$ cat config.mk
export PLATFORM = sky130hd
export DESIGN_NAME = phy_control_and_led_status
export DESIGN_NICKNAME = d
export VERILOG_FILES = /design/src/common/phy_ctl_pkg.sv /design/src/core/indicator_pins.sv /design/src/core/phy_control_and_led_status.sv
export SDC_FILE = /design/constraint.sdc
export NUM_CORES = 1
export LEC_CHECK = 0
export ABC_AREA = 1
export BUFFER_PORTS_ARGS = -buffer_cell sky130_fd_sc_hd__buf_2
export CORE_MARGIN = 2
export CORE_UTILIZATION = 53
export CTS_BUF_LIST = sky130_fd_sc_hd__clkbuf_16
export CTS_CLUSTER_DIAMETER = 80
export DETAILED_ROUTE_END_ITERATION = 8
export PLACE_DENSITY = 0.85
export SLEW_MARGIN = 30
export SYNTH_ARGS = -nofsm -noshare
export SYNTH_HDL_FRONTEND = slang
export SYNTH_HIERARCHICAL = 1
export SYNTH_SLANG_ARGS = --single-unit
$ cat constraint.sdc
create_clock -name clk_i -period 1.6 [get_ports clk_i]
set_input_delay 0.16 -clock clk_i [delete_from_list [all_inputs] [get_ports clk_i]]
set_output_delay 0.16 -clock clk_i [all_outputs]
set_load 0.01 [all_outputs]
$ cat src/common/phy_ctl_pkg.sv
// Package for the management control and indicator block of a 10/100 PHY.
// Assumes a Wishbone classic slave with 32-bit data, one register per word.
package phy_ctl_pkg;

   // ==========================================================
   // Register indices (printed offsets) and byte addresses
   // ==========================================================
   localparam logic [4:0]  IDX_BASIC_CONTROL     = 5'h00;
   localparam logic [4:0]  IDX_BASIC_STATUS      = 5'h01;
   localparam logic [4:0]  IDX_IDENTIFIER_HIGH   = 5'h02;
   localparam logic [4:0]  IDX_IDENTIFIER_LOW    = 5'h03;
   localparam logic [4:0]  IDX_NEG_ADVERTISE     = 5'h04;
   localparam logic [4:0]  IDX_PARTNER_ABILITY   = 5'h05;
   localparam logic [4:0]  IDX_NEG_EXPANSION     = 5'h06;
   localparam logic [4:0]  IDX_NEXT_PAGE_TX      = 5'h07;
   localparam logic [4:0]  IDX_PARTNER_NEXT_PAGE = 5'h08;
   localparam logic [4:0]  IDX_RESERVED_FIRST    = 5'h09;
   localparam logic [4:0]  IDX_RESERVED_LAST     = 5'h0f;
   localparam logic [4:0]  IDX_INDICATOR_CONFIG  = 5'h14;
   localparam logic [4:0]  IDX_STRAP_STATUS      = 5'h15;
   localparam int          ADDR_LSB              = 2;

   // ==========================================================
   // Control register field positions
   // ==========================================================
   localparam int          CTL_RESET_BIT         = 15;
   localparam int          CTL_LOOPBACK_BIT      = 14;
   localparam int          CTL_SPEED_BIT         = 13;
   localparam int          CTL_AN_ENABLE_BIT     = 12;
   localparam int          CTL_LOW_POWER_BIT     = 11;
   localparam int          CTL_ISOLATE_BIT       = 10;
   localparam int          CTL_AN_RESTART_BIT    = 9;
   localparam int          CTL_DUPLEX_BIT        = 8;
   localparam int          CTL_COL_TEST_BIT      = 7;
   localparam logic [15:0] CTL_WRITABLE_MASK     = 16'hff80;
   localparam logic [15:0] CTL_RESET_VALUE       = 16'h3100;

   // ==========================================================
   // Other reset values and constants
   // ==========================================================
   localparam logic [15:0] STATUS_FIXED_VALUE    = 16'h7809;
   localparam logic [15:0] ADVERTISE_RESET_VALUE = 16'h01e1;
   localparam logic [15:0] NEXT_PAGE_RESET_VALUE = 16'h2001;
   localparam logic [15:0] INDICATOR_RESET_VALUE = 16'h4321;
   localparam logic [15:0] ID_HIGH_VALUE         = 16'h0000; // Arbitrary identity value
   localparam logic [15:0] ID_LOW_VALUE          = 16'h0010; // Arbitrary identity value
   localparam int          PIN_COUNT             = 5;
   localparam int          SEL_WIDTH             = 3;
   localparam int          SW_RESET_CYCLES       = 4;

   // Indicator source selections, one 3-bit field per pin
   typedef enum logic [2:0] {
      SRC_LINK     = 3'h0,
      SRC_ACTIVITY = 3'h1,
      SRC_TX       = 3'h2,
      SRC_RX       = 3'h3,
      SRC_COL      = 3'h4,
      SRC_SPEED    = 3'h5,
      SRC_DUPLEX   = 3'h6,
      SRC_OFF      = 3'h7
   } indicator_src_t;

   // Live link events feeding the indicators
   typedef struct packed {
      logic link;
      logic activity;
      logic tx;
      logic rx;
      logic col;
   } link_events_t;

   // Control outputs toward the PHY core
   typedef struct packed {
      logic soft_reset;
      logic loopback;
      logic speed_100;
      logic an_enable;
      logic low_power;
      logic isolate;
      logic an_restart;
      logic full_duplex;
      logic col_test;
   } phy_ctrl_t;

endpackage

$ cat src/core/indicator_pins.sv
// Five strap/indicator pins: sample on hard reset exit, then drive status.
// Assumes link events are synchronous to clk_i.
`timescale 1ns/100ps
module indicator_pins #(
   parameter int N = phy_ctl_pkg::PIN_COUNT
) (
   input  wire logic                       clk_i,
   input  wire logic                       rst_i,
   input  wire logic [N-1:0]               pin_i,
   input  wire logic [3*N-1:0]             sel_i,
   input  wire phy_ctl_pkg::link_events_t  ev_i,
   input  wire logic                       speed_i,
   input  wire logic                       duplex_i,
   output logic      [N-1:0]               pin_o,
   output logic      [N-1:0]               pin_oe_o,
   output logic      [N-1:0]               strap_o
);

   // ==========================================================
   // State
   // ==========================================================
   typedef struct packed {
      logic         in_reset; // Hard reset seen, sample due
      logic [N-1:0] strap;    // Levels latched at reset exit
      logic [N-1:0] drive;    // Pin output levels
      logic [N-1:0] oe;       // Pin output enables
   } pin_state_t;

   pin_state_t s_q;
   pin_state_t s_d;
   logic [N-1:0] active;      // Selected source asserted

   // Per-pin source selection
   genvar g;
   for (g = 0; g < N; g++) begin : g_pin
      always_comb begin
         case (phy_ctl_pkg::indicator_src_t'(sel_i[3*g +: 3]))
            phy_ctl_pkg::SRC_LINK:     active[g] = ev_i.link;
            phy_ctl_pkg::SRC_ACTIVITY: active[g] = ev_i.activity;
            phy_ctl_pkg::SRC_TX:       active[g] = ev_i.tx;
            phy_ctl_pkg::SRC_RX:       active[g] = ev_i.rx;
            phy_ctl_pkg::SRC_COL:      active[g] = ev_i.col;
            phy_ctl_pkg::SRC_SPEED:    active[g] = speed_i;
            phy_ctl_pkg::SRC_DUPLEX:   active[g] = duplex_i;
            default:                   active[g] = 1'b0;
         endcase
      end
   end

   // Next state: inputs during hard reset, sample on exit, then drive
   always_comb begin
      s_d = s_q;
      if (s_q.in_reset) begin
         s_d.strap    = pin_i;
         s_d.in_reset = 1'b0;
      end
      s_d.oe    = {N{1'b1}};
      s_d.drive = s_d.strap ^ active;
   end

   // Registers; hard reset floats pins, soft reset never reaches here
   always_ff @(posedge clk_i) begin
      if (rst_i) begin
         s_q.in_reset <= 1'b1;
         s_q.strap    <= '0;
         s_q.drive    <= '0;
         s_q.oe       <= '0;
      end else begin
         s_q <= s_d;
      end
   end

   assign pin_o    = s_q.drive;
   assign pin_oe_o = s_q.oe;
   assign strap_o  = s_q.strap;

endmodule

$ cat src/core/phy_control_and_led_status.sv
// Management register bank and indicator pins of a 10/100 PHY.
// Assumes a Wishbone classic master on clk_i (25 MHz) and synchronous inputs.
// Functional notes
// Five indicator pins configured by register 20
// Each pin selects link, activity, tx, rx, col, speed, duplex
// Pins sample at hard reset exit, then drive
// Software reset keeps straps, pins stay outputs
// Asserted output level is inverse of strap
// Address bits come from first two straps
// Standard map 0..8, reserved 9..15, vendor 16..31
// Reset and restart bits self clear; zero ignored
// Speed and negotiation enable default to one
// Duplex defaults one; loopback, power, isolate, test zero
// Control bits 6..0 read zero, writes ignored
//
// Implementation choice: the Wishbone slave port.
`timescale 1ns/100ps
module phy_control_and_led_status #(
   parameter logic [15:0] ID_HIGH = phy_ctl_pkg::ID_HIGH_VALUE, // Arbitrary value
   parameter logic [15:0] ID_LOW  = phy_ctl_pkg::ID_LOW_VALUE   // Arbitrary value
) (
   input  wire logic                       clk_i,
   input  wire logic                       rst_i,
   // Wishbone classic slave
   input  wire logic                       cyc_i,
   input  wire logic                       stb_i,
   input  wire logic                       we_i,
   input  wire logic [6:0]                 adr_i,
   input  wire logic [3:0]                 sel_i,
   input  wire logic [31:0]                dat_i,
   output logic      [31:0]                dat_o,
   output logic                            ack_o,
   // Indicator pins
   input  wire logic [4:0]                 ind_pin_i,
   output logic      [4:0]                 ind_pin_o,
   output logic      [4:0]                 ind_pin_oe_o,
   // PHY core status in, control out
   input  wire phy_ctl_pkg::link_events_t  events_i,
   input  wire logic [15:0]                partner_ability_i,
   input  wire logic [15:0]                expansion_i,
   input  wire logic [15:0]                partner_next_page_i,
   output phy_ctl_pkg::phy_ctrl_t          ctrl_o,
   output logic      [1:0]                 mgmt_addr_o
);

   // ==========================================================
   // State
   // ==========================================================
   typedef struct packed {
      logic [15:0]             control;    // Control register stored bits
      logic [15:0]             advertise;  // Advertisement register
      logic [15:0]             next_page;  // Next page transmit register
      logic [15:0]             ind_cfg;    // Indicator selection register
      logic [31:0]             rdata;      // Bus read data
      logic                    ack;        // Bus acknowledge
      logic [2:0]              rst_cnt;    // Soft reset pulse counter
      logic                    restart;    // Restart pulse
      phy_ctl_pkg::phy_ctrl_t  ctrl;       // Registered control outputs
   } bank_t;

   bank_t s_q;
   bank_t s_d;

   logic [4:0]  idx;        // Word index from byte address
   logic        req;        // New bus request
   logic [15:0] wmask;      // Byte-lane mask of the low half word
   logic [15:0] rd_mux;     // Read data before register
   logic [4:0]  strap;      // Latched strap levels

   assign idx   = adr_i[6:phy_ctl_pkg::ADDR_LSB];
   assign req   = cyc_i && stb_i && !s_q.ack;
   assign wmask = {{8{sel_i[1]}}, {8{sel_i[0]}}};

   // ==========================================================
   // Indicator pins
   // ==========================================================
   indicator_pins #(
      .N        (phy_ctl_pkg::PIN_COUNT)
   ) u_pins (
      .clk_i    (clk_i),
      .rst_i    (rst_i),
      .pin_i    (ind_pin_i),
      .sel_i    (s_q.ind_cfg[14:0]),
      .ev_i     (events_i),
      .speed_i  (s_q.control[phy_ctl_pkg::CTL_SPEED_BIT]),
      .duplex_i (s_q.control[phy_ctl_pkg::CTL_DUPLEX_BIT]),
      .pin_o    (ind_pin_o),
      .pin_oe_o (ind_pin_oe_o),
      .strap_o  (strap)
   );

   // ==========================================================
   // Read multiplexer
   // ==========================================================
   // Decodes the word index into register contents
   always_comb begin
      case (idx)
         phy_ctl_pkg::IDX_BASIC_CONTROL:
            rd_mux = s_q.control & phy_ctl_pkg::CTL_WRITABLE_MASK;
         phy_ctl_pkg::IDX_BASIC_STATUS:
            rd_mux = phy_ctl_pkg::STATUS_FIXED_VALUE | {13'h0000, events_i.link, 2'h0};
         phy_ctl_pkg::IDX_IDENTIFIER_HIGH:   rd_mux = ID_HIGH;
         phy_ctl_pkg::IDX_IDENTIFIER_LOW:    rd_mux = ID_LOW;
         phy_ctl_pkg::IDX_NEG_ADVERTISE:     rd_mux = s_q.advertise;
         phy_ctl_pkg::IDX_PARTNER_ABILITY:   rd_mux = partner_ability_i;
         phy_ctl_pkg::IDX_NEG_EXPANSION:     rd_mux = expansion_i;
         phy_ctl_pkg::IDX_NEXT_PAGE_TX:      rd_mux = s_q.next_page;
         phy_ctl_pkg::IDX_PARTNER_NEXT_PAGE: rd_mux = partner_next_page_i;
         phy_ctl_pkg::IDX_INDICATOR_CONFIG:  rd_mux = s_q.ind_cfg;
         phy_ctl_pkg::IDX_STRAP_STATUS:      rd_mux = {11'h000, strap};
         default:                            rd_mux = 16'h0000; // Reserved reads zero
      endcase
   end

   // ==========================================================
   // Next-state logic
   // ==========================================================
   always_comb begin
      s_d         = s_q;
      s_d.ack     = req;                            // Answer one cycle after request
      s_d.restart = 1'b0;
      // Soft reset pulse runs down, then returns to defaults
      if (s_q.rst_cnt != 3'h0) begin
         s_d.rst_cnt = s_q.rst_cnt - 3'h1;
         if (s_q.rst_cnt == 3'h1) begin
            s_d.control   = phy_ctl_pkg::CTL_RESET_VALUE;
            s_d.advertise = phy_ctl_pkg::ADVERTISE_RESET_VALUE;
            s_d.next_page = phy_ctl_pkg::NEXT_PAGE_RESET_VALUE;
         end
      end
      if (req) begin
         s_d.rdata = {16'h0000, rd_mux};
         if (we_i) begin
            case (idx)
               phy_ctl_pkg::IDX_BASIC_CONTROL: begin
                  // Only bits 15..7 store; reset and restart never stored as one
                  s_d.control = (s_q.control & ~(wmask & phy_ctl_pkg::CTL_WRITABLE_MASK))
                              | (dat_i[15:0] & wmask & phy_ctl_pkg::CTL_WRITABLE_MASK);
                  s_d.control[phy_ctl_pkg::CTL_RESET_BIT]      = 1'b0;
                  s_d.control[phy_ctl_pkg::CTL_AN_RESTART_BIT] = 1'b0;
                  if (sel_i[1] && dat_i[phy_ctl_pkg::CTL_AN_RESTART_BIT]) begin
                     s_d.restart = 1'b1;
                  end
                  if (sel_i[1] && dat_i[phy_ctl_pkg::CTL_RESET_BIT]) begin
                     s_d.rst_cnt = 3'(phy_ctl_pkg::SW_RESET_CYCLES);
                  end
               end
               phy_ctl_pkg::IDX_NEG_ADVERTISE:
                  s_d.advertise = (s_q.advertise & ~wmask) | (dat_i[15:0] & wmask);
               phy_ctl_pkg::IDX_NEXT_PAGE_TX:
                  s_d.next_page = (s_q.next_page & ~wmask) | (dat_i[15:0] & wmask);
               phy_ctl_pkg::IDX_INDICATOR_CONFIG:
                  s_d.ind_cfg = (s_q.ind_cfg & ~wmask) | (dat_i[15:0] & wmask);
               default: begin
                  // Read-only or reserved: write ignored
               end
            endcase
         end
      end
      // Control outputs from stored fields
      s_d.ctrl.soft_reset  = (s_d.rst_cnt != 3'h0);
      s_d.ctrl.loopback    = s_d.control[phy_ctl_pkg::CTL_LOOPBACK_BIT];
      s_d.ctrl.speed_100   = s_d.control[phy_ctl_pkg::CTL_SPEED_BIT];
      s_d.ctrl.an_enable   = s_d.control[phy_ctl_pkg::CTL_AN_ENABLE_BIT];
      s_d.ctrl.low_power   = s_d.control[phy_ctl_pkg::CTL_LOW_POWER_BIT];
      s_d.ctrl.isolate     = s_d.control[phy_ctl_pkg::CTL_ISOLATE_BIT];
      s_d.ctrl.an_restart  = s_d.restart;
      s_d.ctrl.full_duplex = s_d.control[phy_ctl_pkg::CTL_DUPLEX_BIT];
      s_d.ctrl.col_test    = s_d.control[phy_ctl_pkg::CTL_COL_TEST_BIT];
   end

   // ==========================================================
   // State register
   // ==========================================================
   always_ff @(posedge clk_i) begin
      if (rst_i) begin
         s_q.control          <= phy_ctl_pkg::CTL_RESET_VALUE;
         s_q.advertise        <= phy_ctl_pkg::ADVERTISE_RESET_VALUE;
         s_q.next_page        <= phy_ctl_pkg::NEXT_PAGE_RESET_VALUE;
         s_q.ind_cfg          <= phy_ctl_pkg::INDICATOR_RESET_VALUE;
         s_q.rdata            <= 32'h00000000;
         s_q.ack              <= 1'b0;
         s_q.rst_cnt          <= 3'h0;
         s_q.restart          <= 1'b0;
         s_q.ctrl.soft_reset  <= 1'b0;
         s_q.ctrl.loopback    <= 1'b0;
         s_q.ctrl.speed_100   <= 1'b1;
         s_q.ctrl.an_enable   <= 1'b1;
         s_q.ctrl.low_power   <= 1'b0;
         s_q.ctrl.isolate     <= 1'b0;
         s_q.ctrl.an_restart  <= 1'b0;
         s_q.ctrl.full_duplex <= 1'b1;
         s_q.ctrl.col_test    <= 1'b0;
      end else begin
         s_q <= s_d;
      end
   end

   // Outputs straight from flip-flops
   assign dat_o       = s_q.rdata;
   assign ack_o       = s_q.ack;
   assign ctrl_o      = s_q.ctrl;
   assign mgmt_addr_o = strap[1:0];

endmodule

* Word-level counts from Yosys, hierarchy flattened *
Cells that the tools add are included.

operators by class
  equal/unequal tests = 40
  bitwise operators = 15
  mux-type cells = 22
  reduce and logical (&&, ||, !) cells = 15
  add/sub/neg operators = 1

operators with widths
  operator            number
  $pmux 16 s10        1
  $mux 48             2
  $mux 96             1
  $and 16x16->16      4
  $mux 16             4
  $mux 64             1
  $or 16x16->16       3
  $eq 3x3->1 const B  15
  $pmux 1 s7          5
  $eq 3x2->1 const B  10
  $eq 5x3->1 const B  4
  $eq 3x1->1 const B  6
  $not 16->16         1
  $and 15x15->15      1
  $logic_not 3->1     5
  $not 15->15         1
  $or 15x15->15       1
  $mux 4              3
  $eq 5x5->1 const B  2
  $mux 5              2
  $mux 3              2
  $reduce_bool 3->1   2
  $eq 5x1->1 const B  1
  $eq 5x2->1 const B  1
  10 further kinds    15

word-level totals
  logic and storage cells = 113
  output and inout port bits = 54
  bits of input ports = 106
  bits in registers = 109

* Depth between registers and ports, before layout *
Gate-level depths: netlist of the first run.

  depth after elaboration = 7
  mapped depth = 11
  gate-level depth less buffers = 10

* Cells and area by module *
Netlist of the first run, hierarchy kept.

modules (own cells, without submodules)
  module                      seq. area each (um2)  cells each  area an instance (um2)  instances
  phy_control_and_led_status  1581.5                725         4740.8                  1
  indicator_pins              240.2                 147         927.1                   1

* Least setup slack after synthesis of the first run *
Ideal clock, no wire load.

  kind = reg2reg
  start = register s_q[10] in the netlist's numbering
  end = register with a tool-made name
  path buffers = 1
  data required time = 1.490 ns
  clock period less this slack = 1.487 ns
  setup slack = 0.113 ns
  stages on the path, launching flop included = 12
  arrival = 1.378 ns
  setup time = 0.110 ns
  cells stage by stage = dfxtp_1 -> inv_1 -> ha_1 -> nor2_1 -> nand2_1 -> clkbuf_1 -> nand2_1 -> nand2_2 -> nand2_1 -> o21ai_1 -> nand2_1 -> inv_1

RTL lines
  element          RTL line                          source
  start, declared  phy_control_and_led_status.sv:61  bank_t s_q;

==> results of run 1 <==
cell type report:
type	instances	area, sq um	area share [%]
tap	136	170.2	2.626
multi-input combinational	622	2989	46.13
sequential	91	1823	28.13
inverter	79	299.0	4.615
clock inverter	7	67.56	1.043
clock buffer	9	225.2	3.476
timing repair buffer	160	905.9	13.98
timing repair:
action                     CTS  global route
hold endpoints to repair     0             0
setup endpoints to repair    0            26
gates resized for setup      0             1
cell families (layout without fill, tap and decap cells):
logic type                 Yosys count  count (layout)  synth area share (%)
AOI/OAI and AO/OA                   73              73                 7.329
muxes                                3               3                0.5298
DFF                                 91              91                 32.14
and+or+nand+nor                    526             526                 42.87
other                                1              16               0.06616
xor gates and xnor gates             1               1                0.1546
adders and majority gates            3               3                0.6623
buffers and inverters              174             255                 16.25
synth_stat cells (2+ instances only):
cell type / n / area (sq um)
ha_1: 3 / 37.54
nor2_2: 3 / 18.77
nand3b_1: 6 / 45.04
o22ai_1: 5 / 31.28
buf_1: 2 / 7.510
mux2i_1: 3 / 30.03
buf_4: 59 / 442.9
o21ai_2: 3 / 26.28
dfxtp_1: 91 / 1822
a21oi_1: 47 / 235.2
buf_6: 3 / 33.78
o21ai_1: 2 / 10.01
inv_2: 14 / 52.55
nand4_1: 43 / 269.0
buf_2: 17 / 85.08
nand2_1: 273 / 1025
nand3_2: 7 / 70.07
inv_1: 62 / 232.7
clkinv_1: 2 / 7.510
or2_0: 3 / 18.77
o211ai_1: 9 / 67.56
clkbuf_1: 14 / 52.55
nor2_1: 64 / 240.2
nor2_4: 5 / 56.30
o21ai_0: 4 / 20.02
nand2_2: 7 / 43.79
nand3_1: 107 / 535.5
layer usage:
metal	share of wire, %	routed length (microns)	vias up	global-route usage, %
li1	-	-	2944	-
met1	43	7313	2698	41.53
met2	45	7640	340	47.20
met3	9.5	1626	38	4.661
met4	2.8	473	0	11.08
met5	0	0	-	0
worst reg2reg max path: cells and delay by family, from the launching register on:
family | cells | cell delay, ps
compound gates | 1 | 60
fa+ha+maj | 1 | 200
buf+inv | 3 | 320
flops | 1 | 350
simple gates | 4 | 400
worst min-delay path by stage:
stage / startpoint / to / slack (ps) / cells after the start
2_1_floorplan: rst_i / u_pins/s_q[15]$_SDFF_PP1_ / 190 / 0
3_3_place_gp: dat_i[5] / flip-flop / 410 / 3
3_5_place_dp: dat_i[5] / flip-flop / 410 / 3
4_1_cts: dat_i[5] / flip-flop / 50 / 3
5_1_grt: dat_i[5] / flip-flop / 60 / 3
6_report: dat_i[5] / flip-flop / 50 / 3
power by group:
group          total (W)  switching, W  internal, W
Combinational    0.00103      0.000656     0.000370
Sequential       0.00239     0.0000431      0.00235
Clock            0.00215      0.000939      0.00121
stage by stage:
| stage | cells | utilization (%) | worst slack [ps] | power [W] | hold slack (ps) |
|---|---|---|---|---|---|
| CTS | 1104 | 62.48 | 88.15 | 0.005547 | 51.22 |
| finish | 1104 | 62.49 | 132.6 | 0.005561 | 49.56 |
| global route | 1104 | 62.49 | 3.806 | 0.005778 | 62.67 |
| floorplan | 887 | - | 112.5 | 0.003143 | 187.7 |
| global placement | 1088 | 59.65 | 94.70 | 0.003426 | 406.4 |
| detailed placement | 1088 | 59.65 | 21.85 | 0.003444 | 408.8 |
==> reports/results.ini, run 1 <==
[status]
status = finished clean

[sta]
fin_crit_sh_pct = 91.71
finalMaxSlewViolations = 0
fin_tns_setup_ps = 0
min_period_ps = 1467
tightest_slew_ps = 556.8
setup_violations = 0
slew-limit-headroom_pct = 62.82
rsz0062_at_grt = false
fin_skew_ps = 5.528
fmax_mhz = 681.5
hold_viol = 0

[floorplan]
design.core.area_sq_um = 10370
design.die.area_sq_um = 11540
start_util_pct = 54.66
die_y_microns = 107.4
dieWidth_microns = 107.4
core.rowCount = 37
ios = 160

[setup_path]
r2r_cells = 9
cpPeakStageDelay_ps = 350
worst-endpoint-required_ps = 1820
cp-start-kind = flip-flop
reg2reg_from = s_q[10]$_SDFF_PP0_
crit_buf_inv = 3
cp_data_arrival_time_ps = 1690
crit_type = reg2reg
cp_cell_sequence = inv_1 > ha_1 > nor2_1 > nand2_1 > inv_1 > nand2_2 > buf_4 > nand3_1 > a21oi_1
cp_top_family = simple AND/OR/NAND/NOR gates
crit_fanout = 7
crit_path_frequent_cell = inv_1
cpMaxStageDelayCell = dfxtp_2
rrSetupSlack_ps = 130
cp.depth = 9
cp-startpoint = s_q[10]$_SDFF_PP0_
endpoint_kind = flip-flop

[detailed_routing]
wirelength_microns = 17050
firstDrtPassIters = 7
wl_per_cell_microns = 15.45
num_vias = 6020
vias_per_cell = 5.453
drc_errors = 0
drt_iter0_drc = 617
ant_nets = 0

[clocking]
holdBufCountCts = 0
cts.sinks = 91
clk_pin_slew_ps = 70
clk_latency_ps = 350
htree_levels = 3
clockRootBuffer = clkbuf_16
cts_buffer_depth = 2
numCtsBuffers = 9
cts_tree = done
post-cts-setup-buffer-count = 0

[hold_path]
hold_path.class = in2reg

[logic_synthesis]
syn_area_sq_um = 5668
synth_edf_count = 0
syn_area_per_cell_sq_um = 6.500
synth-seq-area-share_pct = 32.14
yosys_register_bits = 91
yosys_warnings = 6
synth-async-reset-ratio_pct = 0
ys_types = 41
ys.flop_type = dfxtp_1
synth_cells = 872

[global_routing]
grt_max_degree = 32
grt_usage_pct = 29.98
overflow = 0
antenna_found_initial = 0
grt_pass1_vias = 5461
grt_pass1_wl_microns = 26980

[power_and_ir_drop]
powerDensity_nw_per_um2 = 858.2
p_leak_nw = 3.414
peakVddDrop_uv = 682.7

[finish]
layout_commonest_cell = nand2_1
drive_gt1_share_pct = 23.35
design_area_sq_um = 6480
antenna_cells = 0
syn_to_final_growth_pct = 14.33
n_fill_cell = 996
layout_common_cells = nand2_1 (273), buf_2 (123), nand3_1 (107)
num-nets-final = 1072

[flow_run]
maxCapViolations = 0

[place]
placed_area_sq_um = 6186
gp_congestion = 0.9875
dpl.hpwl_microns = 12910
io_buffers = 123

Note: power is estimated with default switching activity, not from simulation.
==> inputs of run 2 (changes only) <==
--- a/config.mk
+++ b/config.mk
@@ -7,12 +7,14 @@
 export LEC_CHECK = 0
 export ABC_AREA = 1
 export BUFFER_PORTS_ARGS = -buffer_cell sky130_fd_sc_hd__buf_2
+export CELL_PAD_IN_SITES_DETAIL_PLACEMENT = 1
+export CELL_PAD_IN_SITES_GLOBAL_PLACEMENT = 1
 export CORE_MARGIN = 2
-export CORE_UTILIZATION = 53
+export CORE_UTILIZATION = 36
 export CTS_BUF_LIST = sky130_fd_sc_hd__clkbuf_16
 export CTS_CLUSTER_DIAMETER = 80
 export DETAILED_ROUTE_END_ITERATION = 8
-export PLACE_DENSITY = 0.85
+export PLACE_DENSITY = 0.84
 export SLEW_MARGIN = 30
 export SYNTH_ARGS = -nofsm -noshare
 export SYNTH_HDL_FRONTEND = slang
==> reports/results.ini, run 2 (same netlist as run 1, synthesis figures left out) <==
[hold_path]
min_path_cells = 3
worstHoldStart = dat_i[5]
hold_path.class = in2reg

[finish]
layout_common_cells = nand2_1 (272), buf_2 (123), nand3_1 (107)
drive_gt1_share_pct = 24.36
n_fill_cell = 2065
layout_commonest_cell = nand2_1
syn_to_final_growth_pct = 18.01
num-nets-final = 1081
antenna_cells = 0

[flow_run]
maxCapViolations = 0

[power_and_ir_drop]
powerDensity_nw_per_um2 = 844.8
peakVddDrop_uv = 497.4
p_leak_nw = 3.460

[global_routing]
grt_pass1_vias = 5969
grt_usage_pct = 23.95
grt_pass1_wl_microns = 31130
antenna_found_initial = 0
overflow = 0
grt_max_degree = 26

[sta]
fmax_mhz = 655.4
finalMaxSlewViolations = 0
fin_crit_sh_pct = 95.36
setup_violations = 0
hold_ws_ps = 76.12
rsz0062_at_grt = true
slew-limit-headroom_pct = 65.17
tightest_slew_ps = 517.7
fin_tns_setup_ps = 0
min_period_ps = 1526
hold_viol = 0
fin_skew_ps = 11.21

[setup_path]
crit_fanout = 5
crit_type = reg2reg
r2r_cells = 8
worst-endpoint-required_ps = 1830
crit_path_frequent_cell = nand2_1
cp_data_arrival_time_ps = 1760
cp_cell_sequence = nand3b_4 > nor2_4 > buf_4 > nand2_1 > nand2_2 > nand2_1 > o22ai_1 > nand2_1
reg2reg_from = ack_o$_SDFF_PP0_
rrSetupSlack_ps = 70
endpoint_kind = flip-flop
cpMaxStageDelayCell = dfxtp_1
cp-start-kind = flip-flop
cpPeakStageDelay_ps = 310

[place]
gp_congestion = 0.9048
dpl.hpwl_microns = 15730
io_buffers = 123

[clocking]
clk_latency_ps = 350
cts_buffer_depth = 2
numCtsBuffers = 9
clk_pin_slew_ps = 70
clockRootBuffer = clkbuf_16
holdBufCountCts = 0
htree_levels = 3
cts.sinks = 91
cts_tree = done

[detailed_routing]
wl_per_cell_microns = 17.06
drc_errors = 0
firstDrtPassIters = 5
drt_iter0_drc = 383
wirelength_microns = 20270
num_vias = 6091
ant_nets = 0
vias_per_cell = 5.127

[status]
status = finished clean

[floorplan]
die_y_microns = 129.5
ios = 160
design.core.area_sq_um = 15310
core.rowCount = 45
design.die.area_sq_um = 16760
start_util_pct = 37.01
dieWidth_microns = 129.5

-- run 2: changes by cell type in the layout (fill, tap and decap cells not counted), sizes merged --
cell      previous run  this run
clkinv               7         3
inv                 78        79
buf                160       169
clkinvlp             0         3
-- run 2: per-stage QoR --
stage	worst slack (ps)	instance area (sq um)	utilization (%)	total power (W)	instances
floorplan	112.5	5724	-	0.003143	887
CTS	24.94	6646	43.40	0.005630	1185
global placement	56.49	6350	41.46	0.003460	1169
detailed placement	7.391	6350	41.46	0.003492	1169
finish	74.22	6689	43.68	0.005651	1188
global route	-28.83	6689	43.68	0.005914	1188
-- run 2: worst max-delay path by stage --
| stage | startpoint | end |
|---|---|---|
| finish | ack_o$_SDFF_PP0_ | flip-flop |
| floorplan | s_q[10]$_SDFF_PP0_ | flip-flop |
| global placement | s_q[10]$_SDFF_PP0_ | flip-flop |
| detailed placement | adr_i[3] | flip-flop |
| global route | ack_o$_SDFF_PP0_ | flip-flop |
| CTS | s_q[10]$_SDFF_PP0_ | flip-flop |
-- run 2: where the power goes --
part / switching (W) / total [W] / internal [W]
registers: 0.0000459 / 0.00239 / 0.00235
clock network: 0.000920 / 0.00213 / 0.00121
logic: 0.000703 / 0.00113 / 0.000431
-- run 2: layout make-up --
type	count	area [sq um]	area share, %
multi-input combinational	622	3010	45.01
clock buffer	9	225.2	3.367
inverter	79	299.0	4.471
clock inverter	7	68.82	1.029
sequential	91	1823	27.25
timing repair buffer	169	998.5	14.93
tap	211	264.0	3.947
-- run 2: per-layer routing --
| layer | up-vias | routed length, microns | GRT usage [%] |
|---|---|---|---|
| met2 | 236 | 9246 | 38.70 |
| met5 | - | 0 | 0 |
| met3 | 45 | 1306 | 4.129 |
| li1 | 2964 | - | - |
| met4 | 0 | 730 | 10.06 |
| met1 | 2846 | 8988 | 31.65 |
-- run 2: timing repair --
item                       4_1_cts  5_1_grt
buffers inserted                 0        3
resized for setup                1        8
setup endpoints to repair        5       35
gates cloned                     0        0
hold endpoints to repair         0        0
pin swaps                        0        2
-- run 2: critical path: cells and delay by family (launching register included) --
family / cells / cell delay, ps
AO/OA/AOI/OAI: 1 / 150
buffers and inverters: 1 / 160
flip-flops: 1 / 310
AND/OR/NAND/NOR: 6 / 790
==> inputs of run 3 (changes only) <==
--- a/config.mk
+++ b/config.mk
@@ -11,10 +11,10 @@
 export CELL_PAD_IN_SITES_GLOBAL_PLACEMENT = 1
 export CORE_MARGIN = 2
 export CORE_UTILIZATION = 36
-export CTS_BUF_LIST = sky130_fd_sc_hd__clkbuf_16
 export CTS_CLUSTER_DIAMETER = 80
 export DETAILED_ROUTE_END_ITERATION = 8
 export PLACE_DENSITY = 0.84
+export RECOVER_POWER = 25
 export SLEW_MARGIN = 30
 export SYNTH_ARGS = -nofsm -noshare
 export SYNTH_HDL_FRONTEND = slang
==> reports/results.ini, run 3 (same netlist as run 1, synthesis figures left out) <==
[status]
status = finished clean

[place]
dpl.hpwl_microns = 15730
placed_area_sq_um = 6350
gp_congestion = 0.9048
place_inst = 1169
io_buffers = 123

[finish]
antenna_cells = 0
final_core_util_pct = 43.70
layout_common_cells = nand2_1 (272), buf_2 (118), nand3_1 (107)
design_area_sq_um = 6693
final_cells = 1188
layout_commonest_cell = nand2_1
drive_gt1_share_pct = 23.95
num-nets-final = 1081
syn_to_final_growth_pct = 18.08

[sta]
finalMaxSlewViolations = 0
hold_viol = 0
min_period_ps = 1533
hold_ws_ps = 75.22
fmax_mhz = 652.4
tightest_slew_ps = 672.8
fin_crit_sh_pct = 95.80
fin_skew_ps = 11.45
setup_violations = 0
rsz0062_at_grt = true
slew-limit-headroom_pct = 55.15

[power_and_ir_drop]
finalPower_w = 0.005714
p_leak_nw = 3.444
powerDensity_nw_per_um2 = 853.8
peakVddDrop_uv = 499.1

[setup_path]
cp_cell_sequence = nand3b_4 > nor2_4 > buf_4 > nand2_1 > nand2_2 > nand2_1 > o22ai_1 > nand2_1
cpPeakStageDelay_ps = 320
cp_data_arrival_time_ps = 1770
crit_fanout = 5
cp-start-kind = flip-flop
crit_path_frequent_cell = nand2_1
crit_type = reg2reg
endpoint_kind = flip-flop
crit_buf_inv = 1
cp_top_family = simple AND/OR/NAND/NOR gates
cpMaxStageDelayCell = dfxtp_1
worst-endpoint-required_ps = 1840

[clocking]
htree_levels = 3
numCtsBuffers = 9
cts_tree = done
clockRootBuffer = clkbuf_16
holdBufCountCts = 0
cts.sinks = 91
cts_buffer_depth = 2
clk_pin_slew_ps = 70
clk_latency_ps = 350

[detailed_routing]
num_vias = 6071
wirelength_microns = 20330
firstDrtPassIters = 7
drc_errors = 0
drt_iter0_drc = 371
wl_per_cell_microns = 17.11
ant_nets = 0
vias_per_cell = 5.110

[global_routing]
overflow = 0
antenna_found_initial = 0
grt_pass1_wl_microns = 31310
grt_usage_pct = 24.10
grt_max_degree = 26
grt_pass1_vias = 5990

[floorplan]
dieWidth_microns = 129.5
design.die.area_sq_um = 16760
die_y_microns = 129.5
ios = 160
design.core.area_sq_um = 15310
core.rowCount = 45
start_util_pct = 37.01

[hold_path]
hold_path.class = in2reg

[flow_run]
maxCapViolations = 0

-- run 3: changes by cell type in the layout (fill, tap and decap cells not counted), sizes merged --
cell | previous run | this run
clkbuf | 9 | 16
buf | 169 | 164
inv | 79 | 78
clkinv | 3 | 2
-- run 3: repair_timing --
item,in CTS,in global routing
setup endpoints to repair,5,36
gates resized for setup,1,8
pin swaps,0,2
buffers inserted,0,3
-- run 3: routing by layer --
layer | global-route usage [%] | part of all wire [%] | vias to the layer above
li1 | - | - | 2962
met4 | 10.06 | 3.5 | 0
met1 | 31.71 | 44 | 2819
met2 | 39.20 | 46 | 249
met3 | 4.129 | 6.3 | 41
met5 | 0 | 0 | -
-- run 3: power breakdown --
| group | internal [W] | switching, W | total (W) |
|---|---|---|---|
| registers | 0.00235 | 0.0000461 | 0.00239 |
| clock network | 0.00126 | 0.000928 | 0.00219 |
| logic | 0.000429 | 0.000706 | 0.00114 |
-- run 3: path summary, 6_finish.rpt --
kind	from	end	slack (ps)	cells past startpoint
setup / recovery	ack_o$_SDFF_PP0_	flip-flop	70	8
hold / removal	dat_i[5]	flip-flop	80	3
setup reg to reg	ack_o$_SDFF_PP0_	flip-flop	70	8
hold reg to reg	s_q[109]$_SDFF_PP0_	s_q[109]$_SDFF_PP0_	450	2
-- run 3: per-stage QoR --
| step | worst slack, ps | setup TNS, ps |
|---|---|---|
| 5_1_grt | -28.49 | -99.40 |
| 3_3_place_gp | 56.49 | 0 |
| 3_5_place_dp | 7.391 | 0 |
| 6_report | 67.20 | 0 |
| 4_1_cts | 24.89 | 0 |
| 2_1_floorplan | 112.5 | 0 |
-- run 3: cell type report --
class,instances,area (sq um)
clock inverter,5,61.31
inverter,79,299.0
multi-input combinational,622,3010
sequential,91,1823
fill,2064,8622
clock buffer,11,242.7
tap,211,264.0
timing repair buffer,169,992.2
-- run 3: tightest hold or removal path: stages --
cell and delay (ps):
buf_2 90, o22ai_1 80, nand2_1 50
